### config.mk
export PLATFORM = sky130hd
export DESIGN_NAME = jcs_comm_status
export DESIGN_NICKNAME = d
export VERILOG_FILES = /design/src/common/jcs_pkg.sv /design/src/logic/jcs_comm_status.sv
export SDC_FILE = /design/constraint.sdc
export NUM_CORES = 1
export LEC_CHECK = 0
export ABC_AREA = 1
export BUFFER_PORTS_ARGS = -buffer_cell sky130_fd_sc_hd__clkbuf_2
export CAP_MARGIN = 20
export CORE_MARGIN = 2
export CORE_UTILIZATION = 40
export DETAILED_ROUTE_END_ITERATION = 8
export GPL_TIMING_DRIVEN = 0
export PLACE_DENSITY = 0.69
export SYNTH_ARGS = -nofsm -noshare
export SYNTH_HDL_FRONTEND = slang
export SYNTH_SLANG_ARGS = --single-unit
### constraint.sdc
create_clock -name clock -period 2.1 [get_ports clock]
set_input_delay 0.21 -clock clock [delete_from_list [all_inputs] [get_ports clock]]
set_output_delay 0.21 -clock clock [all_outputs]
set_load 0.05 [all_outputs]
### src/common/jcs_pkg.sv
// package: register map, codes and states of the comm status block
package jcs_pkg;
    // register word addresses (byte offsets, one aligned word each)
    localparam logic [7:0]  ADDR_CTRL   = 8'h00;
    localparam logic [7:0]  ADDR_STATUS = 8'h04;
    localparam logic [7:0]  ADDR_CODE   = 8'h08;
    localparam logic [7:0]  ADDR_OWN    = 8'h0c;
    // control and status field positions
    localparam int          BIT_PERMIT    = 0;
    localparam int          BIT_ONLINE    = 0;
    localparam int          BIT_CONFIRMED = 1;
    localparam int          BIT_ERROR     = 2;
    localparam int          BIT_BUS_OFF   = 3;
    // station address limits
    localparam logic [7:0]  ADDR_MAX_OK   = 8'hfd;
    localparam logic [7:0]  ADDR_NULL     = 8'hfe;
    // error code values
    localparam int          CODE_W        = 16;
    localparam logic [15:0] CODE_NONE     = 16'h0000;
    localparam logic [15:0] CODE_NULL     = 16'h03e8;
    localparam logic [15:0] CODE_BUS_OFF  = 16'h0bb8;
    // error event inputs, one bit each, lowest index least severe
    localparam int          NUM_EVT       = 16;
    localparam logic [15:0] EVT_CODE [NUM_EVT] = '{
        16'h0064, 16'h0065, 16'h0066, 16'h0067,  // bam rts cts eom
        16'h0068, 16'h0069, 16'h006a, 16'h006b,  // abort dt len abort_tx
        16'h006e, 16'h00c8, 16'h00c9, 16'h07d0,  // nack txq rxq init
        16'h07d1, 16'h07d2, 16'h07d3, 16'h07d4   // reset passive active ovr
    };
    // error counter default bus-off threshold
    localparam int          ERR_CNT_W     = 9;
    localparam int          BUS_OFF_LIMIT = 256;
    localparam logic [8:0]  TX_ERR_STEP   = 9'h008;
    localparam logic [8:0]  RX_ERR_STEP   = 9'h001;
    localparam logic [8:0]  OK_STEP       = 9'h001;
    localparam logic [8:0]  CNT_ZERO      = 9'h000;

    typedef enum logic [1:0] {
        JCS_OFFLINE     = 2'b00,
        JCS_CLAIM       = 2'b01,
        JCS_CONFIRMED   = 2'b10,
        JCS_UNCONFIRMED = 2'b11
    } jcs_state_t;
endpackage

### src/logic/jcs_comm_status.sv
// comm permit, online, address, bus-off and error code logic of a j1939 port
//
// How it works
// - software permit flag, clear after reset; clear forbids communication
// - read-only online flag; no messages pass while it is clear
// - confirmed flag sets once own address settles within 0 to 253
// - confirmed flag clears at communication start and on conflict to 254
// - no user message exchange while the address is unconfirmed
// - error flag is high exactly when the error code is non-zero
// - transmit and receive error counters reaching threshold cause bus-off
// - bus-off halts communication, goes offline and sets the bus-off flag
// - setting the permit flag clears the bus-off flag
// - error code is writable; written zero stays until a new error
// - unexpected bam, rts, cts, eom, abort, dt frames record 100 to 105
// - bad length 106, abort send failure 107, nack failure 110
// - transmit queue overflow 200, receive queue overflow 201
// - own address left at null records 1000
// - controller init failure 2000, controller reset failure 2001
// - error-passive 2002, error-active 2003, data overrun 2004
// - bus-off on the bus records 3000
// - offline straight after start of operation
// - permit set goes online and runs the address claim sequence
// - claim ending at address 254 stays unconfirmed
// - permit cleared stops processing and goes offline
module jcs_comm_status #(
    parameter int BUS_OFF_LIMIT = jcs_pkg::BUS_OFF_LIMIT
) (
    input  wire logic        clock,
    input  wire logic        arst_n,
    input  wire logic [7:0]  reg_addr,
    input  wire logic [31:0] reg_wdata,
    input  wire logic        reg_wr,
    input  wire logic        reg_rd,
    output logic      [31:0] reg_rdata,
    input  wire logic [15:0] error_event,
    input  wire logic        tx_error,
    input  wire logic        rx_error,
    input  wire logic        tx_success,
    input  wire logic        rx_success,
    input  wire logic        claim_done,
    input  wire logic [7:0]  claim_addr,
    input  wire logic        conflict_evt,
    input  wire logic [7:0]  conflict_addr,
    output logic             claim_start,
    output logic             link_online,
    output logic             msg_enable,
    output logic [7:0]       own_addr
);
    localparam logic [8:0] LIMIT = 9'(BUS_OFF_LIMIT);

    jcs_pkg::jcs_state_t state_reg;
    jcs_pkg::jcs_state_t state_next;
    logic        comm_permit_flag_reg;
    logic        permit_prev_reg;
    logic        own_address_confirmed_flag_reg;
    logic        link_error_flag_reg;
    logic        bus_off_flag_reg;
    logic [15:0] link_error_code_reg;
    logic [15:0] code_next;
    logic [8:0]  tx_cnt_reg;
    logic [8:0]  rx_cnt_reg;
    logic [7:0]  own_addr_reg;
    logic        permit_rise;
    logic        is_online;
    logic        bus_off_hit;
    logic        null_hit;
    logic        evt_any;
    logic [15:0] evt_code;
    logic        wr_ctrl;
    logic        wr_code;

    assign wr_ctrl     = reg_wr && (reg_addr == jcs_pkg::ADDR_CTRL);
    assign wr_code     = reg_wr && (reg_addr == jcs_pkg::ADDR_CODE);
    assign permit_rise = comm_permit_flag_reg && !permit_prev_reg;
    assign is_online   = (state_reg != jcs_pkg::JCS_OFFLINE);

    // counters only count while attached, so threshold means bus-off
    assign bus_off_hit = is_online && ((tx_cnt_reg >= LIMIT) ||
                                       (rx_cnt_reg >= LIMIT));

    // claim or conflict that leaves the station on the null address
    assign null_hit = ((state_reg == jcs_pkg::JCS_CLAIM) && claim_done &&
                       (claim_addr > jcs_pkg::ADDR_MAX_OK)) ||
                      (is_online && conflict_evt &&
                       (conflict_addr == jcs_pkg::ADDR_NULL));

    // most severe pending event wins when several arrive together
    always_comb
    begin
        evt_any  = 1'b0;
        evt_code = jcs_pkg::CODE_NONE;
        for (int i = 0; i < jcs_pkg::NUM_EVT; i++)
        begin
            if (error_event[i])
            begin
                evt_any  = 1'b1;
                evt_code = jcs_pkg::EVT_CODE[i];
            end
        end
    end

    // address claim and online state walk
    always_comb
    begin
        state_next = state_reg;
        case (state_reg)
            jcs_pkg::JCS_OFFLINE:
                if (permit_rise)
                    state_next = jcs_pkg::JCS_CLAIM;
            jcs_pkg::JCS_CLAIM:
                if (claim_done)
                    state_next = (claim_addr <= jcs_pkg::ADDR_MAX_OK) ?
                                 jcs_pkg::JCS_CONFIRMED :
                                 jcs_pkg::JCS_UNCONFIRMED;
            jcs_pkg::JCS_CONFIRMED:
                if (conflict_evt && conflict_addr == jcs_pkg::ADDR_NULL)
                    state_next = jcs_pkg::JCS_UNCONFIRMED;
            jcs_pkg::JCS_UNCONFIRMED:
                if (claim_done && claim_addr <= jcs_pkg::ADDR_MAX_OK)
                    state_next = jcs_pkg::JCS_CONFIRMED;
            default:
                state_next = jcs_pkg::JCS_OFFLINE;
        endcase
        // permit loss or bus-off beats every other move
        if (!comm_permit_flag_reg || bus_off_hit)
            state_next = jcs_pkg::JCS_OFFLINE;
    end

    // state starts offline out of reset
    always_ff @(posedge clock or negedge arst_n)
    begin
        if (!arst_n)
            state_reg <= jcs_pkg::JCS_OFFLINE;
        else
            state_reg <= state_next;
    end

    // status outputs follow the next state so they leave from flops
    always_ff @(posedge clock or negedge arst_n)
    begin
        if (!arst_n)
        begin
            link_online                    <= 1'b0;
            own_address_confirmed_flag_reg <= 1'b0;
            msg_enable                     <= 1'b0;
            claim_start                    <= 1'b0;
        end
        else
        begin
            link_online <= (state_next != jcs_pkg::JCS_OFFLINE);
            own_address_confirmed_flag_reg <=
                (state_next == jcs_pkg::JCS_CONFIRMED);
            msg_enable  <= (state_next == jcs_pkg::JCS_CONFIRMED);
            claim_start <= (state_reg == jcs_pkg::JCS_OFFLINE) &&
                           (state_next == jcs_pkg::JCS_CLAIM);
        end
    end

    // permit: hardware drops it on bus-off, software must set it again
    always_ff @(posedge clock or negedge arst_n)
    begin
        if (!arst_n)
        begin
            comm_permit_flag_reg <= 1'b0;
            permit_prev_reg      <= 1'b0;
        end
        else
        begin
            permit_prev_reg <= comm_permit_flag_reg;
            if (bus_off_hit)
                comm_permit_flag_reg <= 1'b0;
            else if (wr_ctrl)
                comm_permit_flag_reg <= reg_wdata[jcs_pkg::BIT_PERMIT];
        end
    end

    // bus-off flag: set wins over the clear caused by a permit write
    always_ff @(posedge clock or negedge arst_n)
    begin
        if (!arst_n)
            bus_off_flag_reg <= 1'b0;
        else if (bus_off_hit)
            bus_off_flag_reg <= 1'b1;
        else if (wr_ctrl && reg_wdata[jcs_pkg::BIT_PERMIT])
            bus_off_flag_reg <= 1'b0;
    end

    // error counters restart from zero each time the port goes offline
    always_ff @(posedge clock or negedge arst_n)
    begin
        if (!arst_n)
        begin
            tx_cnt_reg <= jcs_pkg::CNT_ZERO;
            rx_cnt_reg <= jcs_pkg::CNT_ZERO;
        end
        else if (!is_online)
        begin
            tx_cnt_reg <= jcs_pkg::CNT_ZERO;
            rx_cnt_reg <= jcs_pkg::CNT_ZERO;
        end
        else
        begin
            if (tx_error && tx_cnt_reg < LIMIT)
                tx_cnt_reg <= tx_cnt_reg + jcs_pkg::TX_ERR_STEP;
            else if (tx_success && tx_cnt_reg != jcs_pkg::CNT_ZERO)
                tx_cnt_reg <= tx_cnt_reg - jcs_pkg::OK_STEP;
            if (rx_error && rx_cnt_reg < LIMIT)
                rx_cnt_reg <= rx_cnt_reg + jcs_pkg::RX_ERR_STEP;
            else if (rx_success && rx_cnt_reg != jcs_pkg::CNT_ZERO)
                rx_cnt_reg <= rx_cnt_reg - jcs_pkg::OK_STEP;
        end
    end

    // own station address, null until a claim settles it
    always_ff @(posedge clock or negedge arst_n)
    begin
        if (!arst_n)
            own_addr_reg <= jcs_pkg::ADDR_NULL;
        else if (state_reg == jcs_pkg::JCS_OFFLINE && permit_rise)
            own_addr_reg <= jcs_pkg::ADDR_NULL;
        else if (is_online && claim_done)
            own_addr_reg <= claim_addr;
        else if (is_online && conflict_evt)
            own_addr_reg <= conflict_addr;
    end
    assign own_addr = own_addr_reg;

    // newest error overwrites; an event beats a software write
    always_comb
    begin
        code_next = link_error_code_reg;
        if (bus_off_hit)
            code_next = jcs_pkg::CODE_BUS_OFF;
        else if (null_hit)
            code_next = jcs_pkg::CODE_NULL;
        else if (evt_any)
            code_next = evt_code;
        else if (wr_code)
            code_next = reg_wdata[jcs_pkg::CODE_W-1:0];
    end

    // code and its flag move together so they never disagree
    always_ff @(posedge clock or negedge arst_n)
    begin
        if (!arst_n)
        begin
            link_error_code_reg <= jcs_pkg::CODE_NONE;
            link_error_flag_reg <= 1'b0;
        end
        else
        begin
            link_error_code_reg <= code_next;
            link_error_flag_reg <= (code_next != jcs_pkg::CODE_NONE);
        end
    end

    // read port: data in the cycle after the strobe, unmapped reads zero
    always_ff @(posedge clock or negedge arst_n)
    begin
        if (!arst_n)
            reg_rdata <= 32'h0000_0000;
        else if (!reg_rd)
            reg_rdata <= 32'h0000_0000;
        else
        begin
            reg_rdata <= 32'h0000_0000;
            case (reg_addr)
                jcs_pkg::ADDR_CTRL:
                    reg_rdata[jcs_pkg::BIT_PERMIT] <= comm_permit_flag_reg;
                jcs_pkg::ADDR_STATUS:
                begin
                    reg_rdata[jcs_pkg::BIT_ONLINE]    <= link_online;
                    reg_rdata[jcs_pkg::BIT_CONFIRMED] <=
                        own_address_confirmed_flag_reg;
                    reg_rdata[jcs_pkg::BIT_ERROR]     <= link_error_flag_reg;
                    reg_rdata[jcs_pkg::BIT_BUS_OFF]   <= bus_off_flag_reg;
                end
                jcs_pkg::ADDR_CODE:
                    reg_rdata[jcs_pkg::CODE_W-1:0] <= link_error_code_reg;
                jcs_pkg::ADDR_OWN:
                    reg_rdata[7:0] <= own_addr_reg;
                default:
                    reg_rdata <= 32'h0000_0000;
            endcase
        end
    end
endmodule

# --- After elaboration in Yosys (flattened, before gate mapping) ---
# Index checks and enable logic that the tools add are counted.
classes:
  add_sub_neg: 4
  n_lt_le_gt_ge: 6
  eq_ne: 11
  mux: 61
  reduce_logical: 33
ops:
  columns: ["op", "count"]
  rows:
  - ["16-bit two-way mux", 16]
  - ["9-bit two-way mux", 6]
  - ["7-bit two-way mux", 5]
  - ["8-bit two-way mux", 4]
  - ["1-bit two-way mux", 21]
  - ["9-bit greater-or-equal comparator (second input constant)", 2]
  - ["1-bit logical AND", 18]
  - ["9-bit < comparator (second input constant)", 2]
  - ["9-bit nonzero test", 2]
  - ["9-bit by 1-bit subtractor with 9-bit output (second input constant)", 2]
  - ["8-bit by 4-bit == test with 1-bit output (second input constant)", 2]
  - ["16-bit nonzero test", 1]
  - ["2-bit two-way mux", 5]
  - ["9-bit by 1-bit adder with 9-bit output (second input constant)", 1]
  - ["9-bit by 4-bit adder with 9-bit output (second input constant)", 1]
  - ["3-bit one-hot mux with 3 select lines", 1]
  - ["8-bit by 3-bit == test with 1-bit output (second input constant)", 1]
  - ["8-bit == test (second input constant)", 1]
  - ["8-bit greater-than comparator (second input constant)", 1]
  - ["8-bit less-or-equal comparator (second input constant)", 1]
  - ["8-bit logical NOT", 1]
  - ["2-bit one-hot mux with 4 select lines", 1]
  - ["4-bit one-hot mux with 2 select lines", 1]
  - ["2-bit nonzero test", 4]
  - ["8 further kinds", 15]
word_totals:
  regBits: 83
  input_bits: 82
  out_inout_bits: 43

# --- Depth between registers and ports, before layout ---
depth:
  depth_word: 20
  ltp_mapped: 17
  depth_no_buf: 17

# --- Worst setup path before layout ---
# No wires, ideal clock.
synth_path:
  path_type: "reg-to-reg"
  startpoint: "register rx_cnt_reg[8]"
  endpoint: "register rx_cnt_reg[6]"
  setup_ns: 0.065
  t_arrival_ns: 1.858
  required_time_ns: 2.035
  path_slack_ns: 0.177
  stages_incl_launch_ff: 15
  path_buffers: 0
  path_cell_list: "dfrtp_1 nor2_1 inv_1 ha_1 inv_1 nor2_1 o21ai_0 nand2_1 nand2_1 nand2_1 a21oi_1 nor2_1 nor2_1 nand2_1 nand2_1"
synth_via:
  elab_chain_cells: 4
synth_rtl:
  columns: ["item", "line", "source"]
  rows:
  - ["from (decl)", "jcs_comm_status.sv:61", "logic [8:0] rx_cnt_reg;"]
  - ["from (signal assigned)", "jcs_comm_status.sv:194", "rx_cnt_reg <= jcs_pkg::CNT_ZERO;"]
  - ["from (signal assigned)", "jcs_comm_status.sv:199", "rx_cnt_reg <= jcs_pkg::CNT_ZERO;"]
  - ["from (signal assigned)", "jcs_comm_status.sv:208", "rx_cnt_reg <= rx_cnt_reg + jcs_pkg::RX_ERR_STEP;"]
  - ["9-bit < comparator", "jcs_comm_status.sv:207", "if (rx_error && rx_cnt_reg < LIMIT)"]
  - ["1-bit logical AND", "jcs_comm_status.sv:207", null]
  - ["9-bit two-way mux", "jcs_comm_status.sv:207", null]
  - ["9-bit two-way mux", "jcs_comm_status.sv:196", "else if (!is_online)"]
# Several ways; a longest one is shown, not always the timed one.
# A chain may end at the register's enable or synchronous reset.

# --- Worst setup path after layout ---
layout_path:
  startpoint: "register rx_cnt_reg[8]"
  endpoint: "register rx_cnt_reg[5]"
# Same word-level chain as after synthesis.

==> results.json <==
{
  "place_congestion": 0.937,
  "ys_types": 43,
  "cts-root-buf": "clkbuf_8",
  "setup_violations": 0,
  "avgSynthCellArea_um2": 7.33,
  "clock.fmax_mhz": 517,
  "routed_via_density": 4.77,
  "postRouteAntennaNets": 0,
  "yosys.area.top_type": "dfrtp_1",
  "yosys_warnings": 0,
  "reg2reg_to": "rx_cnt_reg[5]$_DFFE_PN0P_",
  "min_path_cells": 3,
  "synth_edf_count": 0,
  "r2r-start": "rx_cnt_reg[8]$_DFFE_PN0P_",
  "finalInstanceArea_mm2": 0.00510,
  "stdcell_count": 822,
  "fp.dieH_um": 105,
  "peakVddDrop_mv": 0.221,
  "vias": 3918,
  "die_x_um": 105,
  "grt_usage": 0.183,
  "hold_slack_ns": 0.0959,
  "synthCells": 561,
  "areaGrowthSynthToFinish_pct": 23.9,
  "period_share": 0.921,
  "yosysSeqAreaShare": 0.410,
  "cts_num_sinks": 67,
  "worstSetupPathType": "reg -> reg",
  "startpoint": "rx_cnt_reg[8]$_DFFE_PN0P_",
  "grt_remaining_overflow": 0,
  "antenna_found_initial": 0,
  "powerDensity_mw_per_mm2": 517,
  "wl_per_cell_um": 12.2,
  "synth.top_cell.area_share": 0.365,
  "rrSetupSlack_ns": 0.16,
  "required_ns": 2.34,
  "cp.arrival_ns": 2.18,
  "cp-end-kind": "flip-flop",
  "grt_pass1_wl_mm": 16.5,
  "insertion_delay_ns": 0.34,
  "rr_worst_depth": 10,
  "diodes": 0,
  "hold_violations": 0,
  "status": "completed",
  "grt_max_degree": 45,
  "post-dp-hpwl_mm": 7.77,
  "cts-buffers-inserted": 9,
  "cp_num_buf_inv": 1,
  "cts.path.max_buffers": 2,
  "path_cells": "nor2_4 > inv_4 > ha_1 > a21oi_1 > o21bai_2 > nand2_1 > nand2_1 > a21oi_1 > nor2_1 > o31ai_1",
  "yosysMostFrequentCell": "nand2_1",
  "hp-class": "in -> reg",
  "leakagePower_nw": 2.83,
  "worstSetupEndpoint": "rx_cnt_reg[5]$_DFFE_PN0P_",
  "drc": 0,
  "ys_async_sr_fraction": 1.00,
  "crit_fanout": 8,
  "io-pin-count": 125,
  "wl_mm": 10.0,
  "dp.cells": 804,
  "portBuffers": 91,
  "cp.depth": 10,
  "rsz0062_at_grt": "no",
  "worst_path_max_delay_cell": "dfrtp_2",
  "hold_start": "claim_addr[5]",
  "yosys-top-cells-count": "133 x nand2_1, 100 x inv_1, 60 x dfrtp_1",
  "htree_levels": 3,
  "rows": 37,
  "post_dp_cell_area_mm2": 0.00483,
  "drtIter0Drc": 225,
  "start_kind": "flip-flop",
  "dieArea_mm2": 0.0111,
  "max_cap_viol_count": 0,
  "period_minus_slack_ns": 1.94,
  "crit_family": "compound AO/OA/AOI/OAI gates",
  "initial_core_util": 0.406,
  "drive_gt1_frac": 0.271,
  "tritoncts": "built",
  "clk_pin_slew_ns": 0.07,
  "synth_area_leaders": "dfrtp_1 36%, nand2_1 12%, inv_1 9.1%",
  "fin_skew_ns": 0.00866,
  "ys_ff_latch": 67,
  "dr.pass1.iters": 5,
  "synth_ff_type": "dfrtp_1",
  "cp_slowest_stage_delay_ns": 0.44,
  "nets": 774,
  "slew_viol_final": 0,
  "core-area_mm2": 0.0101,
  "grt_pass1_vias": 3715,
  "syn_area_mm2": 0.00411
}
-- where the power goes --
| part | internal (mW) | switching [mW] |
|---|---|---|
| Clock | 0.423 | 0.495 |
| Sequential | 1.31 | 0.0133 |
| Combinational | 0.131 | 0.258 |
| Total | 1.87 | 0.766 |
-- per-layer routing --
layer / track usage / wire, um / vias to the layer above / share of wire
met5: 0 / 0 / - / 0
met2: 0.318 / 4990 / 105 / 0.50
met4: 0.0771 / 243 / 0 / 0.024
met1: 0.225 / 4360 / 1795 / 0.44
li1: - / - / 1997 / -
met3: 0.0272 / 428 / 21 / 0.043
-- area by class of cell --
class | instances | area (um^2)
plain buffers | 24 | 169
fillers | 951 | 5040
inverters | 106 | 400
well taps | 136 | 170
clock buffers | 11 | 131
multi-input cells | 379 | 2010
flip-flops and latches | 67 | 1690
repair buffers | 94 | 503
clock inverters | 5 | 30.0
-- per-stage QoR --
step                TNS (ns)  power, mW  worst slack [ns]  utilization
floorplan                  0       1.58             0.177            -
global placement     -0.0320       1.72           -0.0320        0.473
detailed placement    -0.119       1.73           -0.0943        0.476
CTS                        0       2.65            0.0558        0.493
global route               0       2.76           0.00546        0.503
finish                     0       2.63             0.165        0.503
-- how the worst min path moves through the flow --
stage	endpoint	slack (ns)
after floorplan	bus_off_flag_reg$_DFFE_PN0P_	-0.09
after global placement	permit_prev_reg$_DFF_PN0_	0.40
after detailed placement	link_error_code_reg[12]$_DFF_PN0_	0.17
after CTS	own_addr[5]$_DFFE_PN1P_	0.08
after global routing	own_addr[1]$_DFFE_PN1P_	0.11
final	own_addr[5]$_DFFE_PN1P_	0.1
-- layout by cell type (no fill, tap or decap), types with 4 or more instances in the layout --
| cell type | n |
|---|---|
| o21ai_0 | 26 |
| ha_1 | 5 |
| nand2_1 | 132 |
| nand3_1 | 30 |
| dfstp_2 | 7 |
| nand2_2 | 8 |
| clkbuf_8 | 9 |
| o22ai_1 | 11 |
| nor2_4 | 5 |
| a21oi_1 | 21 |
| a31oi_1 | 4 |
| inv_1 | 99 |
| clkbuf_2 | 90 |
| nor2_1 | 55 |
| ha_4 | 4 |
| conb_1 | 16 |
| buf_4 | 17 |
| clkbuf_1 | 5 |
| o21ai_1 | 6 |
| dfrtp_1 | 59 |
| nand4_1 | 5 |
| nand3_2 | 5 |
| nor3_1 | 6 |
| nor2_2 | 9 |
| o211ai_1 | 4 |
| inv_2 | 6 |
-- kinds of logic after synthesis --
kind of cell | after synthesis | share of synthesized area
other | 1 | 0.000912
XOR/XNOR | 2 | 0.00426
adder cells (fa/ha/maj) | 11 | 0.0353
buffers and inverters | 130 | 0.138
AND/OR/NAND/NOR | 263 | 0.287
AO/OA/AOI/OAI | 87 | 0.125
flip-flops | 67 | 0.410
-- timing repair --
action | in CTS | in global routing
endpoints found under the hold margin | 17 | 0
cloned | 0 | 0
endpoints found under the setup margin | 2 | 7
hold buffers | 1 | 0
pin swaps | 0 | 2
gates resized for setup | 3 | 17
buffers inserted | 0 | 1
-- worst min-delay path: cells and delay by family --
kind | cells | cell delay [ns]
buf+inv | 1 | 0.09
compound gates | 1 | 0.08
simple gates | 1 | 0.06
Power figures use the tool's default switching activity.
